$ cat config.mk
export PLATFORM = sky130hd
export DESIGN_NAME = smbus_byte_engine
export DESIGN_NICKNAME = d
export VERILOG_FILES = /design/src/smbus_pkg.sv /design/src/smbus_byte_engine.sv /design/src/pin_sync.sv
export SDC_FILE = /design/constraint.sdc
export NUM_CORES = 1
export LEC_CHECK = 0
export BUFFER_PORTS_ARGS = -buffer_cell sky130_fd_sc_hd__buf_2
export CELL_PAD_IN_SITES_DETAIL_PLACEMENT = 0
export CELL_PAD_IN_SITES_GLOBAL_PLACEMENT = 1
export CORE_ASPECT_RATIO = 1.1
export CORE_MARGIN = 2
export CORE_UTILIZATION = 25
export DETAILED_ROUTE_END_ITERATION = 8
export GPL_TIMING_DRIVEN = 0
export PLACE_DENSITY_LB_ADDON = 0.1
export SLEW_MARGIN = 10
export SYNTH_ARGS = -nofsm -noshare
export SYNTH_HDL_FRONTEND = slang
export SYNTH_SLANG_ARGS = --single-unit
$ cat constraint.sdc
create_clock -name aclk -period 2.9 [get_ports aclk]
set_input_delay 0.58 -clock aclk [delete_from_list [all_inputs] [get_ports aclk]]
set_output_delay 0.58 -clock aclk [all_outputs]
set_load 0.02 [all_outputs]
$ cat src/smbus_pkg.sv
// Purpose: Shared constants and types for the SMBus byte engine.
// Assumes: 50 MHz aclk, AXI4-Lite register access with 32-bit data.
// Notes:   Register byte address is four times the register index.
package smbus_pkg;
   localparam int unsigned CLK_NS      = 20;
   localparam int unsigned SCL_HALF_NS = 2500;
   // Least half period of the generated clock, rounded up to whole cycles.
   localparam int unsigned SCL_HALF_CYC = (SCL_HALF_NS + CLK_NS - 1) / CLK_NS;
   localparam int          TMR_W        = 12;
   localparam logic [TMR_W-1:0] SCL_HALF = TMR_W'(SCL_HALF_CYC);
   localparam logic [TMR_W-1:0] TMR_ZERO = '0;

   localparam int         AW         = 12;
   localparam logic [7:0] CTRL_IDX   = 8'hc0;
   localparam logic [7:0] DATA_IDX   = 8'hc2;
   localparam logic [AW-1:0] CTRL_ADDR = {2'h0, CTRL_IDX, 2'h0};
   localparam logic [AW-1:0] DATA_ADDR = {2'h0, DATA_IDX, 2'h0};
   localparam logic [7:0] DATA_RESET = 8'h00;
   localparam logic [1:0] RESP_OKAY   = 2'h0;
   localparam logic [1:0] RESP_SLVERR = 2'h2;
   localparam int         FLAGS_W    = 8;
   localparam int         CFG_LSB    = 8;
   localparam int         CFG_W      = 2;
   localparam logic [1:0] PINS_IDLE  = 2'h3;

   // Bit counter: 0..7 data bits, 8 acknowledge bit, 9 acknowledge done.
   localparam logic [3:0] BIT_ZERO  = 4'h0;
   localparam logic [3:0] BIT_FIRST = 4'h1;
   localparam logic [3:0] BIT_LAST  = 4'h7;
   localparam logic [3:0] BIT_ACK   = 4'h8;
   localparam logic [3:0] BIT_DONE  = 4'h9;

   // Encoding follows {master, transmitting}.
   typedef enum logic [1:0] {
      MODE_SLV_RX,
      MODE_SLV_TX,
      MODE_MST_RX,
      MODE_MST_TX
   } mode_e;

   typedef enum logic [2:0] {
      G_IDLE,
      G_START,
      G_RUN,
      G_STOP,
      G_RSTART
   } gen_e;

   // Control and status flags, bit 7 down to bit 0.
   typedef struct packed {
      logic master;
      logic txmode;
      logic start_request;
      logic stop_request;
      logic ack_request_flag;
      logic arblost;
      logic ack;
      logic si;
   } flags_s;

   typedef struct packed {
      logic enable;
      logic slave_inhibit;
   } cfg_s;
endpackage : smbus_pkg

$ cat src/smbus_byte_engine.sv
// Purpose: SMBus byte data path and four-mode sequencer with AXI4-Lite
//          access to the control/status and serial data byte registers.
// Assumes: Open-drain lines resolved outside; inputs are asynchronous.
// Notes:   The serial data byte register is also the shift register.
// Behaviour
// - Bytes leave on the data line most significant bit first.
// - First received bit lands in the most significant bit.
// - Line data shifts in while a byte shifts out.
// - Lost arbitration turns the master into a slave receiver.
// - Data byte is eight bits, read/write, resetting to zero.
// - Data byte is not shifted from the line while the byte event is set.
// - Exactly one of four transmit/receive master/slave modes holds.
// - Master from generated START until STOP or lost arbitration.
// - Byte event: receivers before acknowledge, transmitters after it.
// - Master write sends START, address with write bit, data bytes.
// - Master transmitter without a new data byte becomes receiver.
// - Stop request makes the master send STOP and leave master mode.
// - Master read clocks slave bytes, event after each byte.
// - Acknowledge bit one returns ACK, zero returns NACK.
// - Data write in master receiver switches to master transmitter.
// - Uninhibited address reception enters slave receiver with event.
// - Address NACK silences slave events until the next START.
// - STOP ends slave receiver; data write switches to transmitter.
// - Unwritten slave transmitter becomes receiver; STOP ends it.
// - Byte event holds the clock line low until software clears it.
// - Acknowledge request set per received byte, cleared after ack.
`timescale 1ns/100ps
module smbus_byte_engine (
   input  wire logic                    aclk,
   input  wire logic                    aresetn,
   input  wire logic [smbus_pkg::AW-1:0] awaddr,
   input  wire logic                    awvalid,
   output logic                         awready,
   input  wire logic [31:0]             wdata,
   input  wire logic [3:0]              wstrb,
   input  wire logic                    wvalid,
   output logic                         wready,
   output logic [1:0]                   bresp,
   output logic                         bvalid,
   input  wire logic                    bready,
   input  wire logic [smbus_pkg::AW-1:0] araddr,
   input  wire logic                    arvalid,
   output logic                         arready,
   output logic [31:0]                  rdata,
   output logic [1:0]                   rresp,
   output logic                         rvalid,
   input  wire logic                    rready,
   input  wire logic                    scl_i,
   output logic                         scl_o,
   output logic                         scl_oe,
   input  wire logic                    sda_i,
   output logic                         sda_o,
   output logic                         sda_oe,
   output smbus_pkg::mode_e             mode
);
   smbus_pkg::flags_s flags_q;
   smbus_pkg::flags_s wf;
   smbus_pkg::cfg_s   cfg_q;
   smbus_pkg::gen_e   gen_q;
   logic [7:0]        data_q;
   logic [3:0]        bit_q;
   logic [smbus_pkg::TMR_W-1:0] tmr_q;
   logic [smbus_pkg::AW-1:0]    awaddr_q;
   logic [31:0]       wdata_q;
   logic [3:0]        wstrb_q;
   logic              aw_have_q, w_have_q;
   logic              slave_q, addr_q, first_q, busy_q, wrote_q;
   logic              gen_low_q, gen_sda_q, drv_sda_q;
   logic              scl_s, sda_s, scl_p, sda_p;
   logic              scl_rise, scl_fall, start_det, stop_det;
   logic              run, rise_ev, fall_ev, tmr_done;
   logic              aw_hs, w_hs, ar_hs, do_wr, aw_d, w_d, bv_d, rv_d;
   logic              wr_ctrl, wr_cfg, wr_data, si_go, go_gen;
   logic              byte_rx_end, byte_tx_end, ack_rise, arb_lost;
   logic              gen_start_done, gen_stop_done, rx_to_tx;

   function automatic logic mapped(input logic [smbus_pkg::AW-1:0] a);
      mapped = (a == smbus_pkg::CTRL_ADDR) || (a == smbus_pkg::DATA_ADDR);
   endfunction : mapped

   pin_sync u_sync (
      .aclk    (aclk),
      .aresetn (aresetn),
      .pins_a  ({scl_i, sda_i}),
      .pins_s  ({scl_s, sda_s})
   );

   always_ff @(posedge aclk) begin
      if (!aresetn) begin
         scl_p <= 1'b1;
         sda_p <= 1'b1;
      end else begin
         scl_p <= scl_s;
         sda_p <= sda_s;
      end
   end

   assign scl_rise  = scl_s & ~scl_p;
   assign scl_fall  = ~scl_s & scl_p;
   assign start_det = scl_s & scl_p & sda_p & ~sda_s;
   assign stop_det  = scl_s & scl_p & ~sda_p & sda_s;
   // Line edges are ignored while the byte event stalls the bus.
   assign run       = cfg_q.enable & ~flags_q.si;
   assign rise_ev   = scl_rise & run;
   assign fall_ev   = scl_fall & run;
   assign tmr_done  = (tmr_q == smbus_pkg::TMR_ZERO);

   // AXI4-Lite handshakes; address and data are taken in either order.
   assign aw_hs = awvalid & awready;
   assign w_hs  = wvalid & wready;
   assign ar_hs = arvalid & arready;
   assign do_wr = aw_have_q & w_have_q & ~bvalid;
   assign aw_d  = (aw_have_q | aw_hs) & ~do_wr;
   assign w_d   = (w_have_q | w_hs) & ~do_wr;
   assign bv_d  = do_wr | (bvalid & ~bready);
   assign rv_d  = ar_hs | (rvalid & ~rready);

   assign wf      = smbus_pkg::flags_s'(wdata_q[smbus_pkg::FLAGS_W-1:0]);
   assign wr_ctrl = do_wr & (awaddr_q == smbus_pkg::CTRL_ADDR) & wstrb_q[0];
   assign wr_cfg  = do_wr & (awaddr_q == smbus_pkg::CTRL_ADDR) & wstrb_q[1];
   assign wr_data = do_wr & (awaddr_q == smbus_pkg::DATA_ADDR) & wstrb_q[0];
   assign si_go   = wr_ctrl & flags_q.si & ~wf.si;
   assign go_gen  = flags_q.master & (wf.start_request | wf.stop_request);

   always_ff @(posedge aclk) begin
      if (!aresetn) begin
         aw_have_q <= 1'b0;
         w_have_q  <= 1'b0;
         awready   <= 1'b0;
         wready    <= 1'b0;
         bvalid    <= 1'b0;
         bresp     <= smbus_pkg::RESP_OKAY;
         awaddr_q  <= '0;
         wdata_q   <= '0;
         wstrb_q   <= '0;
      end else begin
         if (aw_hs) begin
            awaddr_q <= awaddr;
         end
         if (w_hs) begin
            wdata_q <= wdata;
            wstrb_q <= wstrb;
         end
         if (do_wr) begin
            bresp <= mapped(awaddr_q) ? smbus_pkg::RESP_OKAY
                                      : smbus_pkg::RESP_SLVERR;
         end
         aw_have_q <= aw_d;
         w_have_q  <= w_d;
         bvalid    <= bv_d;
         awready   <= ~aw_d & ~bv_d;
         wready    <= ~w_d & ~bv_d;
      end
   end

   always_ff @(posedge aclk) begin
      if (!aresetn) begin
         arready <= 1'b0;
         rvalid  <= 1'b0;
         rdata   <= '0;
         rresp   <= smbus_pkg::RESP_OKAY;
      end else begin
         if (ar_hs) begin
            rresp <= mapped(araddr) ? smbus_pkg::RESP_OKAY
                                    : smbus_pkg::RESP_SLVERR;
            if (araddr == smbus_pkg::CTRL_ADDR) begin
               rdata <= {22'h0, cfg_q, flags_q};
            end else if (araddr == smbus_pkg::DATA_ADDR) begin
               rdata <= {24'h0, data_q};
            end else begin
               rdata <= '0;
            end
         end
         rvalid  <= rv_d;
         arready <= ~rv_d;
      end
   end

   always_ff @(posedge aclk) begin
      if (!aresetn) begin
         cfg_q <= '0;
      end else if (wr_cfg) begin
         cfg_q <= wdata_q[smbus_pkg::CFG_LSB +: smbus_pkg::CFG_W];
      end
   end

   // Byte-level events of the shifter.
   assign byte_rx_end = fall_ev & (bit_q == smbus_pkg::BIT_ACK)
                      & ~flags_q.txmode
                      & (flags_q.master | slave_q
                         | (addr_q & ~cfg_q.slave_inhibit));
   assign byte_tx_end = fall_ev & (bit_q == smbus_pkg::BIT_DONE)
                      & flags_q.txmode & (flags_q.master | slave_q);
   assign ack_rise    = rise_ev & (bit_q == smbus_pkg::BIT_ACK);
   assign arb_lost    = rise_ev & flags_q.master & flags_q.txmode
                      & (bit_q < smbus_pkg::BIT_ACK) & ~drv_sda_q & ~sda_s;
   assign rx_to_tx    = fall_ev & (bit_q == smbus_pkg::BIT_DONE)
                      & ~flags_q.txmode & wrote_q;
   assign gen_start_done = (gen_q == smbus_pkg::G_START) & tmr_done;
   assign gen_stop_done  = (gen_q == smbus_pkg::G_STOP) & ~gen_low_q
                         & scl_s & tmr_done;

   // Flags: hardware updates come last so that a set beats a clear.
   always_ff @(posedge aclk) begin
      if (!aresetn || !cfg_q.enable) begin
         flags_q <= '0;
      end else begin
         if (wr_ctrl) begin
            flags_q.start_request <= wf.start_request;
            flags_q.stop_request  <= wf.stop_request;
            flags_q.ack           <= wf.ack;
            flags_q.si            <= wf.si;
            if (si_go) begin
               flags_q.arblost <= 1'b0;
            end
         end
         if (si_go && flags_q.txmode && !go_gen) begin
            flags_q.txmode <= wrote_q;
         end
         if (rx_to_tx) begin
            flags_q.txmode <= 1'b1;
         end
         if (gen_start_done) begin
            flags_q.master <= 1'b1;
            flags_q.txmode <= 1'b1;
            flags_q.si     <= 1'b1;
         end
         if (arb_lost) begin
            flags_q.master  <= 1'b0;
            flags_q.txmode  <= 1'b0;
            flags_q.arblost <= 1'b1;
         end
         if (ack_rise) begin
            flags_q.ack_request_flag <= 1'b0;
            if (flags_q.txmode) begin
               flags_q.ack <= ~sda_s;
            end
         end
         if (byte_rx_end) begin
            flags_q.si               <= 1'b1;
            flags_q.ack_request_flag <= 1'b1;
            if (addr_q) begin
               flags_q.start_request <= 1'b1;
            end
         end
         if (byte_tx_end) begin
            flags_q.si <= 1'b1;
         end
         if (gen_stop_done) begin
            flags_q.master       <= 1'b0;
            flags_q.txmode       <= 1'b0;
            flags_q.stop_request <= 1'b0;
         end
         if (stop_det && slave_q) begin
            flags_q.stop_request <= 1'b1;
            flags_q.si           <= 1'b1;
            flags_q.txmode       <= 1'b0;
         end
      end
   end

   // Slave addressing state and bus occupancy.
   always_ff @(posedge aclk) begin
      if (!aresetn || !cfg_q.enable) begin
         slave_q <= 1'b0;
         addr_q  <= 1'b0;
         first_q <= 1'b0;
         busy_q  <= 1'b0;
      end else begin
         if (fall_ev && bit_q == smbus_pkg::BIT_ACK && addr_q) begin
            addr_q  <= 1'b0;
            slave_q <= ~cfg_q.slave_inhibit;
            first_q <= ~cfg_q.slave_inhibit;
         end
         if (si_go && first_q) begin
            first_q <= 1'b0;
            if (!wf.ack) begin
               slave_q <= 1'b0;
            end
         end
         if (arb_lost) begin
            addr_q <= 1'b1;
         end
         if (start_det) begin
            busy_q  <= 1'b1;
            addr_q  <= ~flags_q.master & (gen_q == smbus_pkg::G_IDLE);
            slave_q <= 1'b0;
            first_q <= 1'b0;
         end
         if (stop_det) begin
            busy_q  <= 1'b0;
            addr_q  <= 1'b0;
            slave_q <= 1'b0;
            first_q <= 1'b0;
         end
      end
   end

   // Shift register doubling as the serial data byte register.
   always_ff @(posedge aclk) begin
      if (!aresetn) begin
         data_q <= smbus_pkg::DATA_RESET;
         bit_q  <= smbus_pkg::BIT_ZERO;
      end else begin
         if (wr_data) begin
            data_q <= wdata_q[7:0];
         end
         if (!cfg_q.enable || gen_start_done || start_det) begin
            bit_q <= smbus_pkg::BIT_ZERO;
         end else if (rise_ev && bit_q < smbus_pkg::BIT_ACK) begin
            data_q <= {data_q[6:0], sda_s};
            bit_q  <= bit_q + smbus_pkg::BIT_FIRST;
         end else if (ack_rise) begin
            bit_q <= smbus_pkg::BIT_DONE;
         end else if (fall_ev && bit_q == smbus_pkg::BIT_DONE) begin
            bit_q <= smbus_pkg::BIT_ZERO;
         end
      end
   end

   always_ff @(posedge aclk) begin
      if (!aresetn || !cfg_q.enable) begin
         wrote_q <= 1'b0;
      end else if (wr_data) begin
         wrote_q <= 1'b1;
      end else if (gen_start_done
                   || (fall_ev && bit_q == smbus_pkg::BIT_DONE)) begin
         wrote_q <= 1'b0;
      end
   end

   // Data line drive; high means the line is pulled low.
   always_ff @(posedge aclk) begin
      if (!aresetn || !cfg_q.enable || gen_stop_done) begin
         drv_sda_q <= 1'b0;
      end else if (gen_q != smbus_pkg::G_RUN
                   && gen_q != smbus_pkg::G_IDLE) begin
         drv_sda_q <= gen_sda_q;
      end else if (arb_lost) begin
         drv_sda_q <= 1'b0;
      end else if (si_go && flags_q.txmode && !go_gen) begin
         drv_sda_q <= wrote_q & ~data_q[7];
      end else if (si_go && flags_q.ack_request_flag) begin
         drv_sda_q <= wf.ack;
      end else if (fall_ev && flags_q.txmode
                   && bit_q >= smbus_pkg::BIT_FIRST
                   && bit_q <= smbus_pkg::BIT_LAST) begin
         drv_sda_q <= ~data_q[7];
      end else if (fall_ev && bit_q == smbus_pkg::BIT_ACK) begin
         drv_sda_q <= 1'b0;
      end else if (fall_ev && bit_q == smbus_pkg::BIT_DONE) begin
         drv_sda_q <= rx_to_tx & ~data_q[7];
      end
   end

   // Master clock, START, repeated START and STOP generator.
   always_ff @(posedge aclk) begin
      if (!aresetn || !cfg_q.enable) begin
         gen_q     <= smbus_pkg::G_IDLE;
         tmr_q     <= smbus_pkg::SCL_HALF;
         gen_low_q <= 1'b0;
         gen_sda_q <= 1'b0;
      end else begin
         case (gen_q)
            smbus_pkg::G_IDLE: begin
               gen_low_q <= 1'b0;
               tmr_q     <= smbus_pkg::SCL_HALF;
               if (flags_q.start_request && !flags_q.si && !busy_q
                   && !flags_q.master) begin
                  gen_q     <= smbus_pkg::G_START;
                  gen_sda_q <= 1'b1;
               end
            end
            smbus_pkg::G_START: begin
               if (tmr_done) begin
                  gen_low_q <= 1'b1;
                  tmr_q     <= smbus_pkg::SCL_HALF;
                  gen_q     <= smbus_pkg::G_RUN;
               end else begin
                  tmr_q <= tmr_q - 1'b1;
               end
            end
            smbus_pkg::G_RUN: begin
               if (!flags_q.master) begin
                  gen_q     <= smbus_pkg::G_IDLE;
                  gen_low_q <= 1'b0;
               end else if (flags_q.si) begin
                  gen_low_q <= 1'b1;
                  tmr_q     <= smbus_pkg::SCL_HALF;
               end else if (gen_low_q && bit_q == smbus_pkg::BIT_ZERO
                            && tmr_done && (flags_q.stop_request
                                            || flags_q.start_request)) begin
                  tmr_q     <= smbus_pkg::SCL_HALF;
                  gen_sda_q <= flags_q.stop_request;
                  gen_q     <= flags_q.stop_request ? smbus_pkg::G_STOP
                                                    : smbus_pkg::G_RSTART;
               end else if (gen_low_q) begin
                  if (tmr_done) begin
                     gen_low_q <= 1'b0;
                     tmr_q     <= smbus_pkg::SCL_HALF;
                  end else begin
                     tmr_q <= tmr_q - 1'b1;
                  end
               end else if (!scl_s) begin
                  tmr_q <= smbus_pkg::SCL_HALF;
               end else if (tmr_done) begin
                  gen_low_q <= 1'b1;
                  tmr_q     <= smbus_pkg::SCL_HALF;
               end else begin
                  tmr_q <= tmr_q - 1'b1;
               end
            end
            smbus_pkg::G_STOP, smbus_pkg::G_RSTART: begin
               if (gen_low_q) begin
                  if (tmr_done) begin
                     gen_low_q <= 1'b0;
                     tmr_q     <= smbus_pkg::SCL_HALF;
                  end else begin
                     tmr_q <= tmr_q - 1'b1;
                  end
               end else if (!scl_s) begin
                  tmr_q <= smbus_pkg::SCL_HALF;
               end else if (!tmr_done) begin
                  tmr_q <= tmr_q - 1'b1;
               end else if (gen_q == smbus_pkg::G_STOP) begin
                  gen_sda_q <= 1'b0;
                  gen_q     <= smbus_pkg::G_IDLE;
               end else begin
                  gen_sda_q <= 1'b1;
                  tmr_q     <= smbus_pkg::SCL_HALF;
                  gen_q     <= smbus_pkg::G_START;
               end
            end
            default: begin
               gen_q <= smbus_pkg::G_IDLE;
            end
         endcase
      end
   end

   // Pin and mode outputs, all registered.
   always_ff @(posedge aclk) begin
      if (!aresetn) begin
         scl_oe <= 1'b0;
         sda_oe <= 1'b0;
         scl_o  <= 1'b0;
         sda_o  <= 1'b0;
         mode   <= smbus_pkg::MODE_SLV_RX;
      end else begin
         scl_oe <= cfg_q.enable & (flags_q.si | gen_low_q);
         sda_oe <= drv_sda_q;
         scl_o  <= 1'b0;
         sda_o  <= 1'b0;
         mode   <= smbus_pkg::mode_e'({flags_q.master,
                                       flags_q.txmode});
      end
   end
endmodule : smbus_byte_engine

$ cat src/pin_sync.sv
// Purpose: Two-stage synchroniser for the clock and data line inputs.
// Assumes: Lines idle high; reset is synchronous and active low.
// Notes:   Only the second stage may be read by other logic.
`timescale 1ns/100ps
module pin_sync (
   input  wire logic       aclk,
   input  wire logic       aresetn,
   input  wire logic [1:0] pins_a,
   output logic      [1:0] pins_s
);
   logic [1:0] meta_q;

   always_ff @(posedge aclk) begin
      if (!aresetn) begin
         meta_q <= smbus_pkg::PINS_IDLE;
         pins_s <= smbus_pkg::PINS_IDLE;
      end else begin
         meta_q <= pins_a;
         pins_s <= meta_q;
      end
   end
endmodule : pin_sync

==> impl_metrics.ini, run 1 <==
[global_routing]
grt-ovfl-total = 0
antenna_found_initial = 0
grt_pass1_vias = 4181
grt_max_degree = 17
grtUsageTotal_pct = 13.8
grt_pass1_wl_um = 21700

[clocking]
cts_resized = 0
cts_setup_buffers = 0
cts.sink_count = 98
clk_pin_slew_ns = 0.07
h-tree-depth = 3
numCtsBuffers = 9
clock_latency_ns = 0.34
root_buffer = clkbuf_16
cts_buffer_depth = 2
ctsHoldBuffers = 0
cts_tree = done

[floorplan]
core_region_area_um2 = 18500
std_cell_rows = 52
dieArea_um2 = 20000
initial_utilization_pct = 25.5
die_y_um = 148
pin_count = 116
die_w_um = 135

[pwr]
peakVddDrop_uv = 246
power.density_nw_per_um2 = 493
power_leakage_nw = 2.19

[cells_and_area]
drive_above_1_share_pct = 17.4
antenna_cells = 0
final_core_util_pct = 31.1
area_growth_syn_to_layout_pct = 22.0
nNetsFinal = 758

[critical_path]
worstPathMaxFanout = 7
start_kind = register
arrival_ns = 2.87
critPathRequiredTime_ns = 3.11
endpoint_kind = register
crit_type = reg -> reg

[run_status]
status = completed

[sta]
setup_viol = 0
hold_ws_ns = 0.410
fin_crit_ns = 2.66
setup_slack_ns = 0.241
min_period_over_period_pct = 91.7
rsz0062_at_grt = false
clock_skew_ns = 0.00928
slew_viol_final = 0
worst_pin_slew_ns = 0.933
slew_headroom_pct = 36.9
fmax_mhz = 376
finalHoldViolCount = 0
tns_ns = 0

[logic_synthesis]
synth_commonest_cells = dfxtp_1 (98), nor2_1 (83), nand2_1 (77)
synth_top_area_share_pct = 41.6
syn_area_per_cell_um2 = 8.09
synth_xor_area_share_pct = 1.86
synth.distinct_cells = 58
ys_seq_elements = 98
yosysTopAreaCell = dfxtp_1
ys_seq_area_share_pct = 41.6
synth_most_common_cell = dfxtp_1
syn_inst = 583
synth_compound_area_share_pct = 14.7
synth_ff_type = dfxtp_1
synthSimpleGateAreaFrac_pct = 27.4
synthMuxAreaShare_pct = 4.91
synth_top_family_by_area = simple AND/OR/NAND/NOR gates
synth_area_um2 = 4720
synth-edff-count = 0
synth_fa_ha_area_share_pct = 1.59
ys_async_sr_fraction_pct = 0
ys_top_cells_by_area = dfxtp_1 (42%), nor2_1 (6.6%), a21oi_1 (6.5%)
yosysWarnings = 0

[routing]
routed_wirelength_um = 13400
via_count = 4264
vias_per_cell = 4.58
wl_per_cell_um = 14.4
drtIter0Drc = 235
drc_errors = 0
dr.pass1.iters = 4
ant_nets = 0

[place]
gp_congestion = 0.829
portBuffers = 64
dp_hpwl_um = 10300
pre_cts_ws_ns = 0.149

[run]
drv_cap = 0

[hold_path]
hp-class = reg -> reg
[final timing paths]
check | start | slack, ns | to | cells past startpoint
max | awaddr_q[1] | 0.24 | flags_q[4] | 7
min | u_sync.meta_q[1] | 0.41 | u_sync.pins_s[1] | 1
max reg2reg | awaddr_q[1] | 0.24 | flags_q[4] | 7
min reg2reg | u_sync.meta_q[1] | 0.41 | u_sync.pins_s[1] | 1
[layout make-up]
cell class	count	area (um2)
Timing Repair Buffer	64	320
Buffer	55	315
Sequential cell	98	1960
Tap cell	243	304
Inverter	14	52.6
Clock buffer	11	253
Clock inverter	5	61.3
Fill cell	2047	12700
Multi-Input combinational cell	441	2490
[cells in the final DEF, fill, tap and decap left out, types with 5 or more instances in the layout]
cell | netlist | routed
dfxtp_1 | 98 | 98
nor2_1 | 83 | 83
nand2_1 | 77 | 77
buf_2 | 3 | 67
a21oi_1 | 61 | 61
buf_4 | 28 | 28
conb_1 | 1 | 26
clkbuf_1 | 24 | 24
mux2i_1 | 22 | 22
o21ai_0 | 15 | 15
inv_1 | 13 | 13
nand2b_1 | 13 | 13
a211oi_1 | 12 | 12
nand3_1 | 10 | 10
nand4_1 | 9 | 9
clkbuf_16 | 0 | 9
nor3_1 | 9 | 8
xor2_1 | 8 | 8
a31oi_1 | 6 | 6
and3_1 | 6 | 6
nor2b_1 | 6 | 6
nor3b_1 | 6 | 6
and2_1 | 6 | 6
ha_1 | 6 | 6
or4_1 | 5 | 5
[layer usage]
metal / part of all wire [%] / wire, um / vias to the layer above / track usage (%)
met3: 3.6 / 481 / 11 / 2.69
met2: 50 / 6670 / 77 / 24.3
met5: 0 / 0 / - / 0
met1: 45 / 6120 / 2002 / 17.3
li1: - / - / 2174 / -
met4: 1.3 / 181 / 0 / 3.80
[worst max-delay path, stage by stage (launching register included)]
cell	delay [ns]
dfxtp_1	0.31
or4_1	0.56
nor4_2	0.70
and3b_1	0.25
buf_2	0.16
mux2_2	0.35
a21oi_1	0.14
nor2_1	0.05
[registers in the layout, indices dropped and copies added (netlist names), 2 cells and up]
name           flops
awaddr_q          12
bit_q              4
cfg_q              2
data_q             8
flags_q            8
gen_q              3
mode               2
rdata             10
tmr_q             12
u_sync.meta_q      2
u_sync.pins_s      2
wdata_q           10
wstrb_q            2
[metrics by stage]
| stage | cell area, um2 | instances | power [mW] |
|---|---|---|---|
| 2_1_floorplan | 4810 | 608 | 1.55 |
| 3_3_place_gp | 5440 | 915 | 1.62 |
| 3_5_place_dp | 5440 | 915 | 1.62 |
| 4_1_cts | 5750 | 931 | 2.89 |
| 5_1_grt | 5750 | 931 | 2.97 |
| 6_report | 5750 | 931 | 2.84 |
[cells by family (layout without fill, tap and decap cells)]
kind of cell             count (synthesis)  after routing
AND/OR/NAND/NOR                        259            259
buffers and inverters                   69            149
XOR/XNOR                                10             10
adder cells (fa/ha/maj)                  6              6
multiplexers                            23             23
AO/OA/AOI/OAI                          117            117
flip-flops                              98             98
other                                    1             26
[power by group]
part	switching, mW	total [mW]	leakage, nW	internal [mW]
Sequential	0.0213	1.39	0.795	1.37
Combinational	0.113	0.192	1.24	0.0789
Clock	0.530	1.25	0.156	0.721
Note: power is estimated with default switching activity, not from simulation.
==> inputs of run 2 (changes only) <==
--- a/config.mk
+++ b/config.mk
@@ -9,11 +9,11 @@
 export CELL_PAD_IN_SITES_DETAIL_PLACEMENT = 0
 export CELL_PAD_IN_SITES_GLOBAL_PLACEMENT = 1
 export CORE_ASPECT_RATIO = 1.1
-export CORE_MARGIN = 2
 export CORE_UTILIZATION = 25
 export DETAILED_ROUTE_END_ITERATION = 8
 export GPL_TIMING_DRIVEN = 0
 export PLACE_DENSITY_LB_ADDON = 0.1
+export RECOVER_POWER = 100
 export SLEW_MARGIN = 10
 export SYNTH_ARGS = -nofsm -noshare
 export SYNTH_HDL_FRONTEND = slang
==> impl_metrics.ini, run 2 (synthesis gave the netlist of run 1 again) <==
[sta]
fin_crit_ns = 2.67
slew_headroom_pct = 29.2
worst_pin_slew_ns = 1.05
slew_viol_final = 0
tns_ns = 0
hold_ws_ns = 0.412
clock_skew_ns = 0.00847
fmax_mhz = 374
setup_viol = 0
min_period_over_period_pct = 92.1
rsz0062_at_grt = false
finalHoldViolCount = 0

[critical_path]
arrival_ns = 2.95
path_cells = inv_1 -> ha_1 -> or4bb_1 -> nor3_2 -> o21ai_0 -> a221o_1 -> or3_1 -> a21oi_1
cp_top_family = simple AND/OR/NAND/NOR gates
crit_path_max_incr_delay_ns = 0.56
endpoint_kind = register
slowest_stage = or4bb_1
crit_type = reg -> reg
crit_buf_inv = 1
critPathRequiredTime_ns = 3.18
worstPathMaxFanout = 7
start_kind = register

[routing]
drtIter0Drc = 115
vias_per_cell = 4.51
routed_wirelength_um = 13300
drc_errors = 0
ant_nets = 0
wl_per_cell_um = 14.3
via_count = 4196
dr.pass1.iters = 4

[pwr]
power.density_nw_per_um2 = 488
peakVddDrop_uv = 239
power_leakage_nw = 2.09

[hold_path]
hp-class = reg -> reg

[place]
gp_congestion = 0.827
portBuffers = 64
dp_hpwl_um = 10200
place_inst = 915

[cells_and_area]
fillers = 2045
drive_above_1_share_pct = 14.2
instances_no_fill = 931
nNetsFinal = 758
most-common-layout-cells = dfxtp_1 (98), nor2_1 (83), nand2_1 (77)
final_common_cell = dfxtp_1
final_core_util_pct = 31.0
regArea_um2 = 1960
multi_input_area_um2 = 2490
area_growth_syn_to_layout_pct = 21.0
reg_top3 = awaddr_q x12, tmr_q x12
antenna_cells = 0

[global_routing]
grtUsageTotal_pct = 14.4
grt_pass1_vias = 4236
grt_max_degree = 18
grt_pass1_wl_um = 21900
antenna_found_initial = 0
grt-ovfl-total = 0

[floorplan]
die_y_um = 146
dieArea_um2 = 19400
std_cell_rows = 52
core_region_area_um2 = 18400
pin_count = 116
die_w_um = 133
initial_utilization_pct = 25.6

[clocking]
cts_buffer_depth = 2
cts_resized = 0
root_buffer = clkbuf_16
clk_pin_slew_ns = 0.07
cts_tree = done
numCtsBuffers = 9
cts.sink_count = 98
clock_latency_ns = 0.35
cts_setup_buffers = 0
ctsHoldBuffers = 0
h-tree-depth = 3

[run]
drv_cap = 0

[run_status]
status = completed
[run 2: area by class of cell]
class                      count  share of cell area (%)
timing repair buffer          64                    5.13
clock buffer                  11                    4.43
tap                          243                    5.33
sequential                    98                    34.4
clock inverter                 5                   0.767
multi-input combinational    441                    43.6
inverter                      14                   0.921
buffer                        55                    5.48
[run 2: worst paths after layout]
check                                        end  cells after the start  slack (ns)        startpoint
worst max-delay path                    gen_q[1]                      8        0.23          bit_q[1]
worst min-delay path            u_sync.pins_s[0]                      1        0.41  u_sync.meta_q[0]
worst max register to register          gen_q[1]                      8        0.23          bit_q[1]
worst min register to register  u_sync.pins_s[0]                      1        0.41  u_sync.meta_q[0]
[run 2: worst register-to-register path: stages (launching register included)]
cell and delay [ns]:
dfxtp_1 0.34, inv_1 0.10, ha_1 0.35, or4bb_1 0.56
nor3_2 0.29, o21ai_0 0.13, a221o_1 0.40, or3_1 0.31
a21oi_1 0.12
[run 2: routing by layer]
layer	GRT usage [%]	up-vias	share of wire [%]
li1	-	2168	-
met2	25.0	80	49
met3	1.81	15	3.1
met5	0	-	0
met4	5.92	0	2.0
met1	17.9	1933	46
[run 2: per-stage QoR]
stage / setup WS (ns) / area (um2) / total power [mW]
after global routing: 0.0846 / 5710 / 2.91
after detailed placement: 0.129 / 5440 / 1.62
final: 0.228 / 5710 / 2.79
after CTS: 0.113 / 5730 / 2.84
after floorplan: 0.550 / 4810 / 1.55
after global placement: 0.120 / 5440 / 1.62
[run 2: report_power, final]
part	total, mW	leakage [nW]	internal, mW	switching (mW)
logic	0.190	1.15	0.0769	0.113
registers	1.39	0.795	1.37	0.0214
clock network	1.20	0.147	0.642	0.559
==> inputs of run 3 (changes only) <==
--- a/config.mk
+++ b/config.mk
@@ -5,6 +5,7 @@
 export SDC_FILE = /design/constraint.sdc
 export NUM_CORES = 1
 export LEC_CHECK = 0
+export ABC_AREA = 1
 export BUFFER_PORTS_ARGS = -buffer_cell sky130_fd_sc_hd__buf_2
 export CELL_PAD_IN_SITES_DETAIL_PLACEMENT = 0
 export CELL_PAD_IN_SITES_GLOBAL_PLACEMENT = 1
==> impl_metrics.ini, run 3 <==
[routing]
ant_nets = 0
drc_errors = 0
routed_wirelength_um = 13900
drtIter0Drc = 144
via_count = 4469
vias_per_cell = 4.34
dr.pass1.iters = 5
wl_per_cell_um = 13.5

[clocking]
cts_resized = 0
root_buffer = clkbuf_16
cts_buffer_depth = 2
ctsHoldBuffers = 0
clock_latency_ns = 0.36
cts_tree = done
numCtsBuffers = 9
cts_setup_buffers = 0
h-tree-depth = 3
clk_pin_slew_ns = 0.07
cts.sink_count = 98

[sta]
slew_viol_final = 0
fin_crit_ns = 2.22
fmax_mhz = 451
slew_headroom_pct = 61.7
clock_skew_ns = 0.00953
setup_viol = 0
tns_ns = 0
finalHoldViolCount = 0
setup_slack_ns = 0.684
min_period_over_period_pct = 76.4
rsz0062_at_grt = false
worst_pin_slew_ns = 0.575

[global_routing]
grt_pass1_wl_um = 22200
grt-ovfl-total = 0
antenna_found_initial = 0
grt_max_degree = 19
grtUsageTotal_pct = 14.4
grt_pass1_vias = 4296

[place]
gp_congestion = 0.835
dp_hpwl_um = 11000
portBuffers = 64
pre_cts_ws_ns = 0.880

[pwr]
p_sw_mw = 0.751
pwr-share-comb_pct = 8.2
clkPwrFrac_pct = 43.3
swShare_pct = 25.8
peakVddDrop_uv = 255
power_leakage_nw = 2.56
p_seq_share_pct = 48.5
internal_power_mw = 2.17
power.density_nw_per_um2 = 498

[floorplan]
dieArea_um2 = 20300
die_y_um = 149
die_w_um = 136
pin_count = 116
core_region_area_um2 = 19200
std_cell_rows = 53
initial_utilization_pct = 25.6

[cells_and_area]
most-common-layout-cells = dfxtp_1 (98), inv_1 (94), nand2_1 (91)
reg_top3 = awaddr_q x12, tmr_q x12
drive_above_1_share_pct = 16.2
final_common_cell = dfxtp_1
antenna_cells = 0
fillers = 2149
area_growth_syn_to_layout_pct = 18.7
nNetsFinal = 853

[critical_path]
endpoint_kind = register
worstPathMaxFanout = 9
critPathRequiredTime_ns = 3.14
crit_type = reg -> reg
arrival_ns = 2.45
start_kind = register

[logic_synthesis]
yosysWarnings = 0
syn_area_per_cell_um2 = 7.27
synth_fa_ha_area_share_pct = 1.52
synth_top_family_by_area = simple AND/OR/NAND/NOR gates
synth-edff-count = 0
synth_commonest_cells = dfxtp_1 (98), inv_1 (92), nand2_1 (90)
synthSimpleGateAreaFrac_pct = 28.5
synth_area_um2 = 4930
ys_top_cells_by_area = dfxtp_1 (40%), inv_1 (7.0%), nand2_1 (6.9%)
synth_xor_area_share_pct = 0.711
synth_compound_area_share_pct = 15.8
synth_ff_type = dfxtp_1
ys_async_sr_fraction_pct = 0
synthMuxAreaShare_pct = 0
synth_top_area_share_pct = 39.8
ys_seq_area_share_pct = 39.8
synth_most_common_cell = dfxtp_1
ys_seq_elements = 98
synth.distinct_cells = 43
yosysTopAreaCell = dfxtp_1
syn_inst = 678

[run_status]
status = completed

[hold_path]
hp-class = reg -> reg

[run]
drv_cap = 0
[run 3: cell count changes after synthesis, moves of 10 or more]
cell,change
a211oi_1,-10
a21oi_1,-18
clkbuf_1,-13
inv_1,+79
mux2i_1,-22
nand2_1,+13
nand2b_1,-13
nand3_1,+28
o211ai_1,+17
o21ai_0,+43
[run 3: cell type report]
type | instances | area, um2 | share of cell area [%]
plain buffers | 44 | 275 | 4.70
clock buffers | 9 | 225 | 3.85
clock inverters | 7 | 82.6 | 1.41
inverters | 103 | 392 | 6.69
multi-input cells | 458 | 2310 | 39.5
flip-flops and latches | 98 | 1960 | 33.5
well taps | 247 | 309 | 5.28
repair buffers | 64 | 294 | 5.03
[run 3: cells by family after synthesis]
kind of cell	count (synthesis)
compound gates	139
other cells	1
flops	98
simple gates	283
fa+ha+maj	6
buf+inv	147
xor+xnor	4
[run 3: path summary, 6_finish.rpt]
kind / to / slack, ns / start / cells past startpoint
max: tmr_q[3] / 0.68 / tmr_q[0] / 11
min: u_sync.pins_s[0] / 0.41 / u_sync.meta_q[0] / 1
max reg2reg: tmr_q[3] / 0.68 / tmr_q[0] / 11
min reg2reg: u_sync.pins_s[0] / 0.41 / u_sync.meta_q[0] / 1
[run 3: worst max-delay path: stages (launching register included)]
cell and delay [ns]:
dfxtp_1 0.30, inv_1 0.13, ha_1 0.20, nand3_1 0.15
nor2_1 0.42, nand3_4 0.25, nand2_8 0.16, inv_4 0.06
nand2_1 0.10, nand2_4 0.09, inv_1 0.13, o211ai_1 0.09
[run 3: per-stage QoR]
| stage | instances | power [mW] | utilization [%] | cell area [um2] | hold WS, ns |
|---|---|---|---|---|---|
| 2_1_floorplan | 703 | 1.61 | - | 5020 | 0.393 |
| 3_3_place_gp | 1014 | 1.69 | 29.4 | 5650 | 0.401 |
| 3_5_place_dp | 1014 | 1.69 | 29.4 | 5650 | 0.399 |
| 4_1_cts | 1030 | 2.96 | 31.0 | 5960 | 0.408 |
| 5_1_grt | 1030 | 3.06 | 30.4 | 5850 | 0.420 |
| 6_report | 1030 | 2.92 | 30.4 | 5850 | 0.412 |
[run 3: layer usage]
metal	global-route usage (%)	share of wire (%)
met1	17.1	43
met2	26.1	52
met3	2.31	3.3
met4	4.89	1.1
met5	0	0
[run 3: power groups by stage]
stage	clock, mW	combinational [mW]	sequential (mW)
after detailed placement	0	0.246	1.45
after floorplan	0	0.153	1.46
final	1.26	0.239	1.41
after global placement	0	0.244	1.45
after CTS	1.30	0.247	1.41
after global routing	1.37	0.269	1.42
